$ cat src/ocp_pkg.sv
// Purpose: shared constants and carriers for the output source and loop-zero config bank
// Assumes: byte-wide register port from the serial host port engine
// Notes:   reserved bits are not stored and read back as zero
package ocp_pkg;
    // register byte addresses
    localparam logic [15:0] OCP_ADDR_SRC_SEL  = 16'h00AA; // out_six / out_seven sources
    localparam logic [15:0] OCP_ADDR_PUMP_FLT = 16'h00AC; // pump and filter
    localparam logic [15:0] OCP_ADDR_MODE_LCK = 16'h00AD; // mode and lock control
    localparam logic [15:0] OCP_ADDR_VCO1_MAN = 16'h00AE; // vco1 manual lock
    localparam logic [15:0] OCP_ADDR_VCO2_MAN = 16'h00AF; // vco2 manual lock
    // field positions inside each byte
    localparam int unsigned OCP_SEL6_LSB   = 0;
    localparam int unsigned OCP_SEL7_LSB   = 4;
    localparam int unsigned OCP_PUMP_LSB   = 5;
    localparam int unsigned OCP_SERIES_LSB = 3;
    localparam int unsigned OCP_CAP_LSB    = 1;
    localparam int unsigned OCP_POLE_BIT   = 0;
    localparam int unsigned OCP_SYNTH_BIT  = 3;
    localparam int unsigned OCP_ACC_BIT    = 1;
    localparam int unsigned OCP_OVR_BIT    = 0;
    localparam int unsigned OCP_PICK_BIT   = 5;
    localparam int unsigned OCP_DBIT_LSB   = 0;
    // source codes for the output selectors
    localparam logic [2:0] OCP_SRC_LOOP_ZERO = 3'h0;
    localparam logic [2:0] OCP_SRC_LOOP_ONE  = 3'h1;
    localparam logic [2:0] OCP_SRC_OUT_TWO   = 3'h2;
    localparam logic [2:0] OCP_SRC_OUT_THREE = 3'h3;
    localparam logic [2:0] OCP_SRC_REF_ZERO  = 3'h4;
    localparam logic [2:0] OCP_SRC_REF_ONE   = 3'h5;
    localparam logic [2:0] OCP_SRC_RESERVED  = 3'h6;
    localparam logic [2:0] OCP_SRC_CRYSTAL   = 3'h7;
    // output source selectors
    typedef struct packed {
        logic [2:0] out7_source_code;
        logic [2:0] out6_source_code;
    } ocp_src_sel_t;
    // loop-zero analog settings
    typedef struct packed {
        logic [2:0] loop_zero_pump_current;
        logic [1:0] loop_zero_series_res;
        logic [1:0] loop_zero_parallel_cap;
        logic       loop_zero_second_pole;
        logic       loop_zero_synth_only;
        logic       loop_zero_lock_accuracy;
        logic       loop_zero_lock_override;
        logic       loop_zero_vco_manual_pick;
        logic [4:0] loop_zero_vco1_lock_setting;
        logic [4:0] loop_zero_vco2_lock_setting;
    } ocp_loop_zero_cfg_t;
    // manual lock values handed to the loop, zero while automatic
    typedef struct packed {
        logic       active;
        logic       vco_pick;
        logic [4:0] vco1;
        logic [4:0] vco2;
    } ocp_manual_lock_t;
    // reset values
    localparam ocp_src_sel_t OCP_SRC_RST = '{out7_source_code: 3'h5, out6_source_code: 3'h0};
    localparam ocp_loop_zero_cfg_t OCP_LOOP_ZERO_RST = '{
        loop_zero_pump_current: 3'h4, loop_zero_series_res: 2'h1, loop_zero_parallel_cap: 2'h1,
        loop_zero_second_pole: 1'h1, loop_zero_synth_only: 1'h0, loop_zero_lock_accuracy: 1'h1,
        loop_zero_lock_override: 1'h0, loop_zero_vco_manual_pick: 1'h1,
        loop_zero_vco1_lock_setting: 5'h0B, loop_zero_vco2_lock_setting: 5'h00};
endpackage

$ cat src/ocp_config_bank.sv
// Purpose: register bank for out_six/out_seven source selection and loop-zero analog settings
// Assumes: one byte access per cycle from the serial host port engine, inputs synchronous
// Notes:   all outputs are flops; derived outputs update together with the stored fields
`timescale 1ns/1ps
// Function
// - out_six selector, 3 bits, resets 000
// - out_seven selector, same codes, resets 101
// - reserved bits written zero, read back zero
// - pump current 3 bits, resets 100
// - series resistor 2 bits, rising codes
// - parallel capacitor 2 bits, rising codes
// - second pole bit, resets one
// - lock accuracy bit, resets one
// - override bit resets zero, one means manual
// - vco1 manual setting 5 bits read/write
// - vco2 manual setting 5 bits, resets zero
// - synth-only bit resets zero, crystal only
module ocp_config_bank #(
    parameter int unsigned ADDR_W = 16
) (
    // clock and reset
    input  wire logic                     i_clk_sys,
    input  wire logic                     i_rst,
    // byte register port
    input  wire logic [ADDR_W-1:0]        i_reg_addr,
    input  wire logic [7:0]               i_reg_wdata,
    input  wire logic                     i_reg_wr,
    input  wire logic                     i_reg_rd,
    output logic      [7:0]               o_reg_rdata,
    output logic                          o_reg_rvalid,
    // output multiplexer control
    output ocp_pkg::ocp_src_sel_t         o_src_sel,
    output logic                          o_out6_enable,
    output logic                          o_out7_enable,
    // loop-zero analog control
    output ocp_pkg::ocp_loop_zero_cfg_t        o_loop_zero_cfg,
    output ocp_pkg::ocp_manual_lock_t     o_loop_zero_manual,
    output logic                          o_loop_zero_crystal_only
);
    import ocp_pkg::*;

    ocp_src_sel_t     src;          // stored selectors
    ocp_src_sel_t     next_src;
    ocp_loop_zero_cfg_t    cfg;          // stored loop settings
    ocp_loop_zero_cfg_t    next_cfg;
    logic             out6_en;      // out_six forwarding allowed
    logic             next_out6_en;
    logic             out7_en;
    logic             next_out7_en;
    ocp_manual_lock_t man;          // gated manual lock values
    ocp_manual_lock_t next_man;
    logic             xtal_only;    // loop zero on crystal only
    logic             next_xtal_only;
    logic [7:0]       rdata;        // read return byte
    logic [7:0]       next_rdata;
    logic             rvalid;
    logic             next_rvalid;

    // write decode and derived control values
    always_comb begin
        next_src = src;
        next_cfg = cfg;
        if (i_reg_wr) begin
            unique case (i_reg_addr)
                OCP_ADDR_SRC_SEL: begin
                    next_src.out6_source_code = i_reg_wdata[OCP_SEL6_LSB +: 3];
                    next_src.out7_source_code = i_reg_wdata[OCP_SEL7_LSB +: 3];
                end
                OCP_ADDR_PUMP_FLT: begin
                    next_cfg.loop_zero_pump_current = i_reg_wdata[OCP_PUMP_LSB +: 3];
                    next_cfg.loop_zero_series_res   = i_reg_wdata[OCP_SERIES_LSB +: 2];
                    next_cfg.loop_zero_parallel_cap = i_reg_wdata[OCP_CAP_LSB +: 2];
                    next_cfg.loop_zero_second_pole  = i_reg_wdata[OCP_POLE_BIT];
                end
                OCP_ADDR_MODE_LCK: begin
                    next_cfg.loop_zero_synth_only    = i_reg_wdata[OCP_SYNTH_BIT];
                    next_cfg.loop_zero_lock_accuracy = i_reg_wdata[OCP_ACC_BIT];
                    next_cfg.loop_zero_lock_override = i_reg_wdata[OCP_OVR_BIT];
                end
                OCP_ADDR_VCO1_MAN: begin
                    next_cfg.loop_zero_vco_manual_pick   = i_reg_wdata[OCP_PICK_BIT];
                    next_cfg.loop_zero_vco1_lock_setting = i_reg_wdata[OCP_DBIT_LSB +: 5];
                end
                OCP_ADDR_VCO2_MAN: begin
                    next_cfg.loop_zero_vco2_lock_setting = i_reg_wdata[OCP_DBIT_LSB +: 5];
                end
                // unmapped addresses change nothing
                default: begin
                end
            endcase
        end
        next_out6_en = (next_src.out6_source_code != OCP_SRC_RESERVED);
        next_out7_en = (next_src.out7_source_code != OCP_SRC_RESERVED);
        // manual values reach the loop only in manual mode
        next_man.active   = next_cfg.loop_zero_lock_override;
        next_man.vco_pick = next_cfg.loop_zero_lock_override & next_cfg.loop_zero_vco_manual_pick;
        next_man.vco1     = next_cfg.loop_zero_lock_override ? next_cfg.loop_zero_vco1_lock_setting : 5'h00;
        next_man.vco2     = next_cfg.loop_zero_lock_override ? next_cfg.loop_zero_vco2_lock_setting : 5'h00;
        next_xtal_only = next_cfg.loop_zero_synth_only;
    end

    // config and derived control registers
    always_ff @(posedge i_clk_sys or posedge i_rst) begin
        if (i_rst) begin
            src       <= OCP_SRC_RST;
            cfg       <= OCP_LOOP_ZERO_RST;
            out6_en   <= 1'b1;
            out7_en   <= 1'b1;
            man       <= '0;
            xtal_only <= 1'b0;
        end else begin
            src       <= next_src;
            cfg       <= next_cfg;
            out6_en   <= next_out6_en;
            out7_en   <= next_out7_en;
            man       <= next_man;
            xtal_only <= next_xtal_only;
        end
    end

    // read path, returns stored value before any same-cycle write
    always_comb begin
        next_rdata  = 8'h00;
        next_rvalid = i_reg_rd;
        if (i_reg_rd) begin
            unique case (i_reg_addr)
                OCP_ADDR_SRC_SEL: begin
                    next_rdata[OCP_SEL6_LSB +: 3] = src.out6_source_code;
                    next_rdata[OCP_SEL7_LSB +: 3] = src.out7_source_code;
                end
                OCP_ADDR_PUMP_FLT: begin
                    next_rdata[OCP_PUMP_LSB +: 3]   = cfg.loop_zero_pump_current;
                    next_rdata[OCP_SERIES_LSB +: 2] = cfg.loop_zero_series_res;
                    next_rdata[OCP_CAP_LSB +: 2]    = cfg.loop_zero_parallel_cap;
                    next_rdata[OCP_POLE_BIT]        = cfg.loop_zero_second_pole;
                end
                OCP_ADDR_MODE_LCK: begin
                    next_rdata[OCP_SYNTH_BIT] = cfg.loop_zero_synth_only;
                    next_rdata[OCP_ACC_BIT]   = cfg.loop_zero_lock_accuracy;
                    next_rdata[OCP_OVR_BIT]   = cfg.loop_zero_lock_override;
                end
                OCP_ADDR_VCO1_MAN: begin
                    next_rdata[OCP_PICK_BIT]      = cfg.loop_zero_vco_manual_pick;
                    next_rdata[OCP_DBIT_LSB +: 5] = cfg.loop_zero_vco1_lock_setting;
                end
                OCP_ADDR_VCO2_MAN: begin
                    next_rdata[OCP_DBIT_LSB +: 5] = cfg.loop_zero_vco2_lock_setting;
                end
                // unmapped reads return zero
                default: begin
                end
            endcase
        end
    end

    // read registers
    always_ff @(posedge i_clk_sys or posedge i_rst) begin
        if (i_rst) begin
            rdata  <= 8'h00;
            rvalid <= 1'b0;
        end else begin
            rdata  <= next_rdata;
            rvalid <= next_rvalid;
        end
    end

    // outputs straight from flops
    assign o_reg_rdata         = rdata;
    assign o_reg_rvalid        = rvalid;
    assign o_src_sel           = src;
    assign o_out6_enable       = out6_en;
    assign o_out7_enable       = out7_en;
    assign o_loop_zero_cfg          = cfg;
    assign o_loop_zero_manual       = man;
    assign o_loop_zero_crystal_only = xtal_only;
endmodule // ocp_config_bank

$ cat config.mk
export PLATFORM = sky130hd
export DESIGN_NAME = ocp_config_bank
export DESIGN_NICKNAME = d
export VERILOG_FILES = /design/src/ocp_pkg.sv /design/src/ocp_config_bank.sv
export SDC_FILE = /design/constraint.sdc
export NUM_CORES = 1
export LEC_CHECK = 0
export BUFFER_PORTS_ARGS = -buffer_cell sky130_fd_sc_hd__buf_4
export CAP_MARGIN = 10
export CORE_UTILIZATION = 49
export CTS_CLUSTER_SIZE = 10
export DETAILED_ROUTE_END_ITERATION = 16
export HOLD_SLACK_MARGIN = 0.08
export PLACE_DENSITY = 0.79
export SYNTH_ARGS = -nofsm -noshare
export SYNTH_HDL_FRONTEND = slang
export SYNTH_SLANG_ARGS = --single-unit
$ cat constraint.sdc
create_clock -name i_clk_sys -period 2.15 [get_ports i_clk_sys]
set_clock_uncertainty 0.1 [all_clocks]
set_input_delay 0.43 -clock i_clk_sys [delete_from_list [all_inputs] [get_ports i_clk_sys]]
set_output_delay 0.43 -clock i_clk_sys [all_outputs]
set_load 0.05 [all_outputs]
Yosys cells after proc, flatten, opt, wreduce, memory -nomap -nowiden
Cells that the tools add are included.
Storage, ports and cells
  logic and storage cells: 45
  input bits: 28
  output and inout port bits: 52
  bits in read-only memories: 0
  memories: 0
  RAM bits: 0
  flip-flop bits (word level): 50
  latch bits: 0
Cells by class
  div/mod/pow operators: 0
  $add $sub $neg: 0
  eq/ne operators: 7
  reduce and logical (&&, ||, !) cells: 2
  shift-type cells: 0
  magnitude comparators: 0
  multiply operators: 0
  bitwise operators: 1
  mux-type cells: 16
Operator list (count)
  $eq 16x8->1 const B: 5
  $mux 6: 3
  $mux 5: 3
  $mux 12: 1
  $pmux 1 s4: 3
  $pmux 2 s5: 1
  $mux 8: 1
  $ne 3x3->1 const B: 2
  $reduce_and 2->1: 2
  $pmux 1 s3: 1
  $mux 1: 2
  $pmux 1 s2: 1
  $and 1x1->1: 1

Longest topological paths before layout
Gate-level depths: netlist of run 1.
  word-level depth: 4
  mapped depth: 6
  gate-level depth less buffers: 5

Worst setup path before layout of run 1
Ideal clock, no wire load.
  path type: input to register
  from: input i_reg_addr[13]
  to: register man, in the netlist o_loop_zero_manual[0]
  cell stages on the path: 5
  required time: 1929 ps
  data arrival time: 2184 ps
  buffers on the path: 0
  setup time: 121 ps
  path slack: -255 ps
  cell sequence: or4_4 > nor4_4 > and3_2 > mux2_4 > a22o_1
RTL lines
  start, declared: line ocp_config_bank.sv:25  | input wire logic [ADDR_W-1:0] i_reg_addr,
  end signal, assigned: line ocp_config_bank.sv:116  | man <= next_man;
  end, declared: line ocp_config_bank.sv:50  | ocp_manual_lock_t man;

==> results of run 1 <==
## worst paths after layout
path                                                              to  slack, ns  cells past startpoint
worst max-delay path                 o_loop_zero_manual[8]$_DFF_PP0_      -0.03                      7
worst min-delay path                        o_reg_rdata[7]$_DFF_PP0_       0.18                      3
worst max register to register              o_reg_rdata[1]$_DFF_PP0_       0.75                      4
worst min register to register          o_loop_zero_cfg[6]$_DFF_PP1_       0.41                      2
max in group asynchronous       o_loop_zero_crystal_only$_DFFE_PP0P_       1.36                      3
min in group i_clk_sys                        o_reg_rvalid$_DFF_PP0_       0.19                      1
## flip-flops by register name, summed over array words and instances, names as in the netlist
signal	count
o_loop_zero_cfg	20
o_loop_zero_manual	12
o_reg_rdata	8
o_src_sel	6
o_loop_zero_crystal_only	1
o_out6_enable	1
o_out7_enable	1
o_reg_rvalid	1
## through the flow
stage,util (%),TNS [ns],hold WS [ns],instances,power [mW]
floorplan,-,-2.37,0.361,176,1.01
global route,71.2,-0.248,0.183,322,1.80
detailed placement,68.0,-10.32,0.391,314,1.08
CTS,70.7,0,0.183,322,1.75
finish,71.2,-0.0986,0.183,322,1.74
global placement,68.0,-8.60,0.382,314,1.08
## cell usage in the layout (no fill, tap or decap), types with 4 or more instances in the layout
cell and count:
a21oi_1 9, dfstp_2 13, dfrtp_1 37, buf_4 89, a22o_1 5, mux2_2 24, buf_6 4, a22oi_1 5
clkbuf_8 6, nor2_1 4, nand2_1 21, nor4_4 4, nand3_1 7
## where the power goes
group	switching [mW]	leakage (nW)	internal, mW	total (mW)
Sequential	0.000556	0.649	0.942	0.943
Combinational	0.0662	0.861	0.0519	0.118
Clock	0.297	0.0585	0.379	0.676
Total	0.364	1.57	1.37	1.74
## cells in the mapped netlist, types with 2 or more instances
| master | count |
|---|---|
| a22o_1 | 5 |
| buf_4 | 2 |
| mux2_2 | 24 |
| or4_4 | 2 |
| nand3_1 | 8 |
| and3_1 | 3 |
| inv_1 | 4 |
| dfrtp_1 | 37 |
| a21boi_0 | 2 |
| mux2i_1 | 3 |
| clkbuf_1 | 3 |
| a21oi_1 | 11 |
| buf_2 | 2 |
| nor4_4 | 4 |
| nand2_2 | 2 |
| nor2b_1 | 3 |
| dfstp_2 | 13 |
| a22oi_1 | 5 |
| nor2_1 | 4 |
| o21ai_0 | 3 |
| nand2_1 | 21 |
| nor3_1 | 3 |
## worst max-delay path, stage by stage
cell	delay (ns)
buf_6	0.09
or4_4	0.57
nor4_4	0.40
and4b_1	0.29
mux2i_1	0.23
buf_4	0.18
a21oi_1	0.05
## metal layers
layer	vias to the layer above	track usage (%)	wire (um)
met3	10	5.23	324
met1	913	32.2	2300
met5	-	0	0
met4	0	9.07	104
met2	68	37.1	2850
li1	821	-	-
## kinds of logic (layout without fill, tap and decap cells)
family | count (synthesis) | after routing
AND/OR/NAND/NOR | 58 | 58
multiplexers | 29 | 29
AO/OA/AOI/OAI | 28 | 28
flip-flops | 50 | 50
buffers and inverters | 11 | 105
## final cells by class
class                           instances  area [sq um]
Sequential cell                        50          1270
Clock inverter                          1          30.0
Clock buffer                            7          86.3
Tap cell                               52          65.1
Timing Repair Buffer                   93           713
Multi-Input combinational cell        115           925
Inverter                                4          15.0
Fill cell                             313          1250
## what timing repair did
| action | CTS | global route |
|---|---|---|
| resized for setup | 0 | 6 |
| pin swaps | 2 | 2 |
| hold endpoints to repair | 0 | 0 |
| setup endpoints to repair | 4 | 13 |
| cloned | 0 | 0 |
==> qor.yml, run 1 <==
grt_pass1_wl_um: 8780
clk_pin_slew_worst_paths_ns: 0.09
clkLatencyLatePin_ns: 0.30
fin_ws_ns: -0.0258
clockRootBuffer: "clkbuf_8"
arrival_ns: 2.26
power_density_nw_per_um2: 560
dpl.hpwl_um: 4080
rsz0062_at_grt: "yes"
synthSimpleGateAreaFrac_pct: 17.2
synth_area_sq_um: 2230
wl_per_cell_um: 17.3
max_freq_mhz: 460
synth_top_family_by_area: "simple AND/OR/NAND/NOR gates"
vias_per_cell: 5.63
yosys.area_share.adder_pct: 0
syn-num-nets: 204
start_kind: "input port"
drive_gt1_share_pct: 57.0
placement.io_buffers: 79
synth_seq_cells: 50
synth_cell_types: 34
maxCapViolCount: 0
core-area_sq_um: 4350
drtPass1Iterations: 5
ys_top_cells_by_area: "dfrtp_1 42%, dfstp_2 15%, mux2_2 12%"
finalSetupViolCount: 6
min_period_ns: 2.18
tightest_slew_ns: 0.598
start_util_pct: 51.1
grt_pass1_vias: 1740
fin_crit_sh_pct: 101
holdBufCountCts: 0
nets: 297
ys_seq_area_share_pct: 56.9
yosys_warnings: 0
diodes: 0
io_pins: 80
yosysTopAreaCell: "dfrtp_1"
async_flop_share_pct: 100
dr_total_vias: 1812
startpoint: "i_reg_addr[9]"
cp_max_fo: 6
synth_edf_count: 0
relSlewSlack_pct: 60.1
pre_cts_ws_ns: -0.319
overflow: 0
cts_buffers: 5
drcViolationCount: 0
ant_nets: 0
crit_type: "in -> reg"
slew_viol_final: 0
stdcell_area_sq_um: 3100
placed_area_sq_um: 2960
area_growth_pct: 39.3
synth_xor_area_share_pct: 0
hold_class: "in -> async"
cts.path.max_buffers: 2
htree_num_levels: 2
fp.dieW_um: 69.4
grt_max_degree: 51
crit_path_end_kind: "flop"
drtIter0Drc: 82
dieArea_sq_um: 4820
cts.sinks: 50
post_cts_buffers: 0
finalWirelength_um: 5580
syn_inst: 176
synth.top_cell.area_share_pct: 41.6
violations: "negative setup slack"
final-hold-violation-count: 0
cp.required_ns: 2.23
avgSynthCellArea_sq_um: 12.7
ys.flop_type: "dfrtp_1"
synthMuxAreaShare_pct: 15.2
worstReg2RegStart: "o_loop_zero_cfg[12]$_DFFE_PP1P_"
synth-compound-area-share_pct: 8.43
grt_usage_pct: 23.6
p_leak_nw: 1.57
die_h_um: 69.4
grt_antenna_before_repair: 0
place.gp.congestion: 0.849
outcome: "finished with violations"
rows: 24
peakVddDrop_uv: 420
tritoncts: "done"
No activity file was read; power rests on OpenSTA's default activity.
==> run 2: changes to the inputs <==
--- a/config.mk
+++ b/config.mk
@@ -8,9 +8,9 @@
 export BUFFER_PORTS_ARGS = -buffer_cell sky130_fd_sc_hd__buf_4
 export CAP_MARGIN = 10
-export CORE_UTILIZATION = 49
+export CORE_UTILIZATION = 40
 export CTS_CLUSTER_SIZE = 10
 export DETAILED_ROUTE_END_ITERATION = 16
 export HOLD_SLACK_MARGIN = 0.08
-export PLACE_DENSITY = 0.79
+export PLACE_DENSITY = 0.67
 export SYNTH_ARGS = -nofsm -noshare
 export SYNTH_HDL_FRONTEND = slang
==> constraint.sdc (replaced) <==
create_clock -name i_clk_sys -period 2.4 [get_ports i_clk_sys]
set_clock_uncertainty 0.1 [all_clocks]
set_input_delay 0.12 -clock i_clk_sys [delete_from_list [all_inputs] [get_ports i_clk_sys]]
set_output_delay 0.12 -clock i_clk_sys [all_outputs]
set_load 0.05 [all_outputs]
==> run 2 against run 1 <==
Against the previous run:
- the run now ends clean
- critical endpoint is now o_src_sel[2]$_DFF_PP0_
- total power down 16%
- hold slack worse by 0.073 ns
- design area up 1.8%
==> qor.yml, run 2 (synthesis gave the netlist of run 1 again) <==
htree_num_levels: 2  # unchanged
relSlewSlack_pct: 57.5  # -2.6 points
crit_type: "in -> reg"
grt_pass1_wl_um: 9470  # +7.9%
drcViolationCount: 0  # unchanged
grt_max_degree: 51  # unchanged
placed_area_sq_um: 2950  # -0.55%
pre_cts_ws_ns: 0.220  # +0.538 ns
drtPass1Iterations: 6  # +1
worstReg2RegStart: "o_loop_zero_cfg[3]$_DFF_PP0_"
min_period_ns: 2.13
nFillCells: 467  # +49%
clk_pin_slew_worst_paths_ns: 0.08  # about the same
cp.required_ns: 2.50  # +0.27 ns
fp.dieW_um: 76.6  # +10%
r2r_setup_slack_ns: 1.04  # +0.29 ns
crit_family: "simple AND/OR/NAND/NOR gates"
finalSetupViolCount: 0  # -6
final_common_cell: "buf_4"
slowest_stage: "or4bb_1"
hold_depth: 4
maxCapViolCount: 0  # unchanged
path_cells: "dlygate4sd3_1 > buf_4 > or4bb_1 > nor4_4 > nand2_2 > mux2_2"
dr_total_vias: 1813  # +0.055%
max_freq_mhz: 470
core-area_sq_um: 5240  # +20%
power_density_nw_per_um2: 461  # -18%
drive_gt1_share_pct: 52.9  # -4.2 points
power_mw: 1.45  # -16%
start_kind: "input port"
multiInputGateArea_sq_um: 908  # -1.8%
outcome: "complete, no violations"
start_util_pct: 42.5  # -8.6 points
dieArea_sq_um: 5870  # +22%
crit_cells: 6  # -1
place.gp.congestion: 0.781  # -8.1%
drtIter0Drc: 98  # +20%
cts.sinks: 50  # unchanged
tritoncts: "done"
cts.path.max_buffers: 2  # unchanged
dpl.hpwl_um: 4180  # +2.5%
clkLatencyLatePin_ns: 0.30  # about the same
worstSetupEndpoint: "o_src_sel[2]$_DFF_PP0_"
fin_crit_sh_pct: 88.7
largest_register_ffs: 20  # unchanged
diodes: 0  # unchanged
rsz0062_at_grt: "no"
nets: 305  # +2.7%
crit_path_end_kind: "flop"
p_leak_nw: 1.59  # +1.1%
layout_common_cells: "89 x buf_4, 37 x dfrtp_1, 24 x mux2_2"
wl_per_cell_um: 16.9  # -2.4%
area_growth_pct: 41.8
hold_class: "in -> reg"
arrival_ns: 2.22  # -0.04 ns
ant_nets: 0  # unchanged
tightest_slew_ns: 0.637  # +0.0393 ns
seqCellArea_sq_um: 1270  # unchanged
overflow: 0  # unchanged
placement.io_buffers: 79  # unchanged
worstReg2RegEnd: "o_reg_rdata[3]$_DFF_PP0_"
finalWirelength_um: 5880  # +5.5%
cts_buffers: 5  # unchanged
grt_usage_pct: 21.4  # -2.2 points
rr_worst_depth: 2  # -2
post_cts_buffers: 0  # unchanged
crit_buf_inv: 2  # unchanged
io_pins: 80  # unchanged
peakVddDrop_uv: 381  # -9.2%
cp_max_fo: 15  # +9
grt_antenna_before_repair: 0  # unchanged
die_h_um: 76.6  # +10%
grt_pass1_vias: 1801  # +3.5%
stdcell_area_sq_um: 3160  # +1.8%
dp_cells: 328  # +4.5%
rows: 26  # +8.3%
final-hold-violation-count: 0  # unchanged
cp_slowest_stage_delay_ns: 0.56  # about the same
holdWs_ns: 0.110  # -0.0731 ns
instances_no_fill: 348  # +8.1%
clockRootBuffer: "clkbuf_8"
slew_viol_final: 0  # unchanged
final_util_pct: 60.3  # -11 points
finalSetupTns_ns: 0  # +0.0986 ns
startpoint: "i_reg_addr[1]"
fin_ws_ns: 0.272  # +0.298 ns
vias_per_cell: 5.21  # -7.4%
==> run 2: changes by cell type in the layout (fill, tap and decap cells not counted), sizes merged <==
cell	before	now
buf	93	89
clkinv	0	1
bufinv	1	0
dlygate4sd3	0	12
==> run 2: tightest hold or removal path: cells and delay by family <==
family          cells  cell delay (ns)
compound gates      2             0.19
simple gates        1             0.05
buf+inv             1             0.12
==> run 2: cell type report <==
type / instances / area share [%]
repair buffers: 101 / 25.0
flip-flops and latches: 50 / 40.1
clock inverters: 1 / 0.158
clock buffers: 7 / 2.73
inverters: 4 / 0.475
multi-input cells: 115 / 28.8
well taps: 70 / 2.77
==> run 2: timing repair <==
item                                   CTS  global route
gates resized for setup                  0             0
hold buffers                            12             0
endpoints found under the hold margin   85             0
==> run 2: per-layer routing <==
metal  part of all wire [%]  track usage, %  up-vias
li1                       -               -      840
met1                     43            27.2      908
met2                     50            34.4       55
met3                    4.4            5.15       10
met4                    2.1            10.0        0
met5                      0               0        -
==> run 2: worst min path at each step <==
stage	slack (ns)	startpoint	endpoint
after floorplan	0.05	i_reg_rd	o_reg_rvalid$_DFF_PP0_
after global placement	0.21	i_reg_rd	o_reg_rvalid$_DFF_PP0_
after detailed placement	0.21	i_reg_rd	o_reg_rvalid$_DFF_PP0_
after CTS	0.1	i_reg_addr[3]	o_reg_rdata[2]$_DFF_PP0_
after global routing	0.12	i_reg_addr[3]	o_reg_rdata[2]$_DFF_PP0_
final	0.11	i_reg_addr[3]	o_reg_rdata[2]$_DFF_PP0_
==> run 2: power breakdown <==
group / internal, mW / switching, mW / leakage [nW]
Clock: 0.233 / 0.262 / 0.0482
Sequential: 0.844 / 0.000365 / 0.649
Combinational: 0.0530 / 0.0627 / 0.889
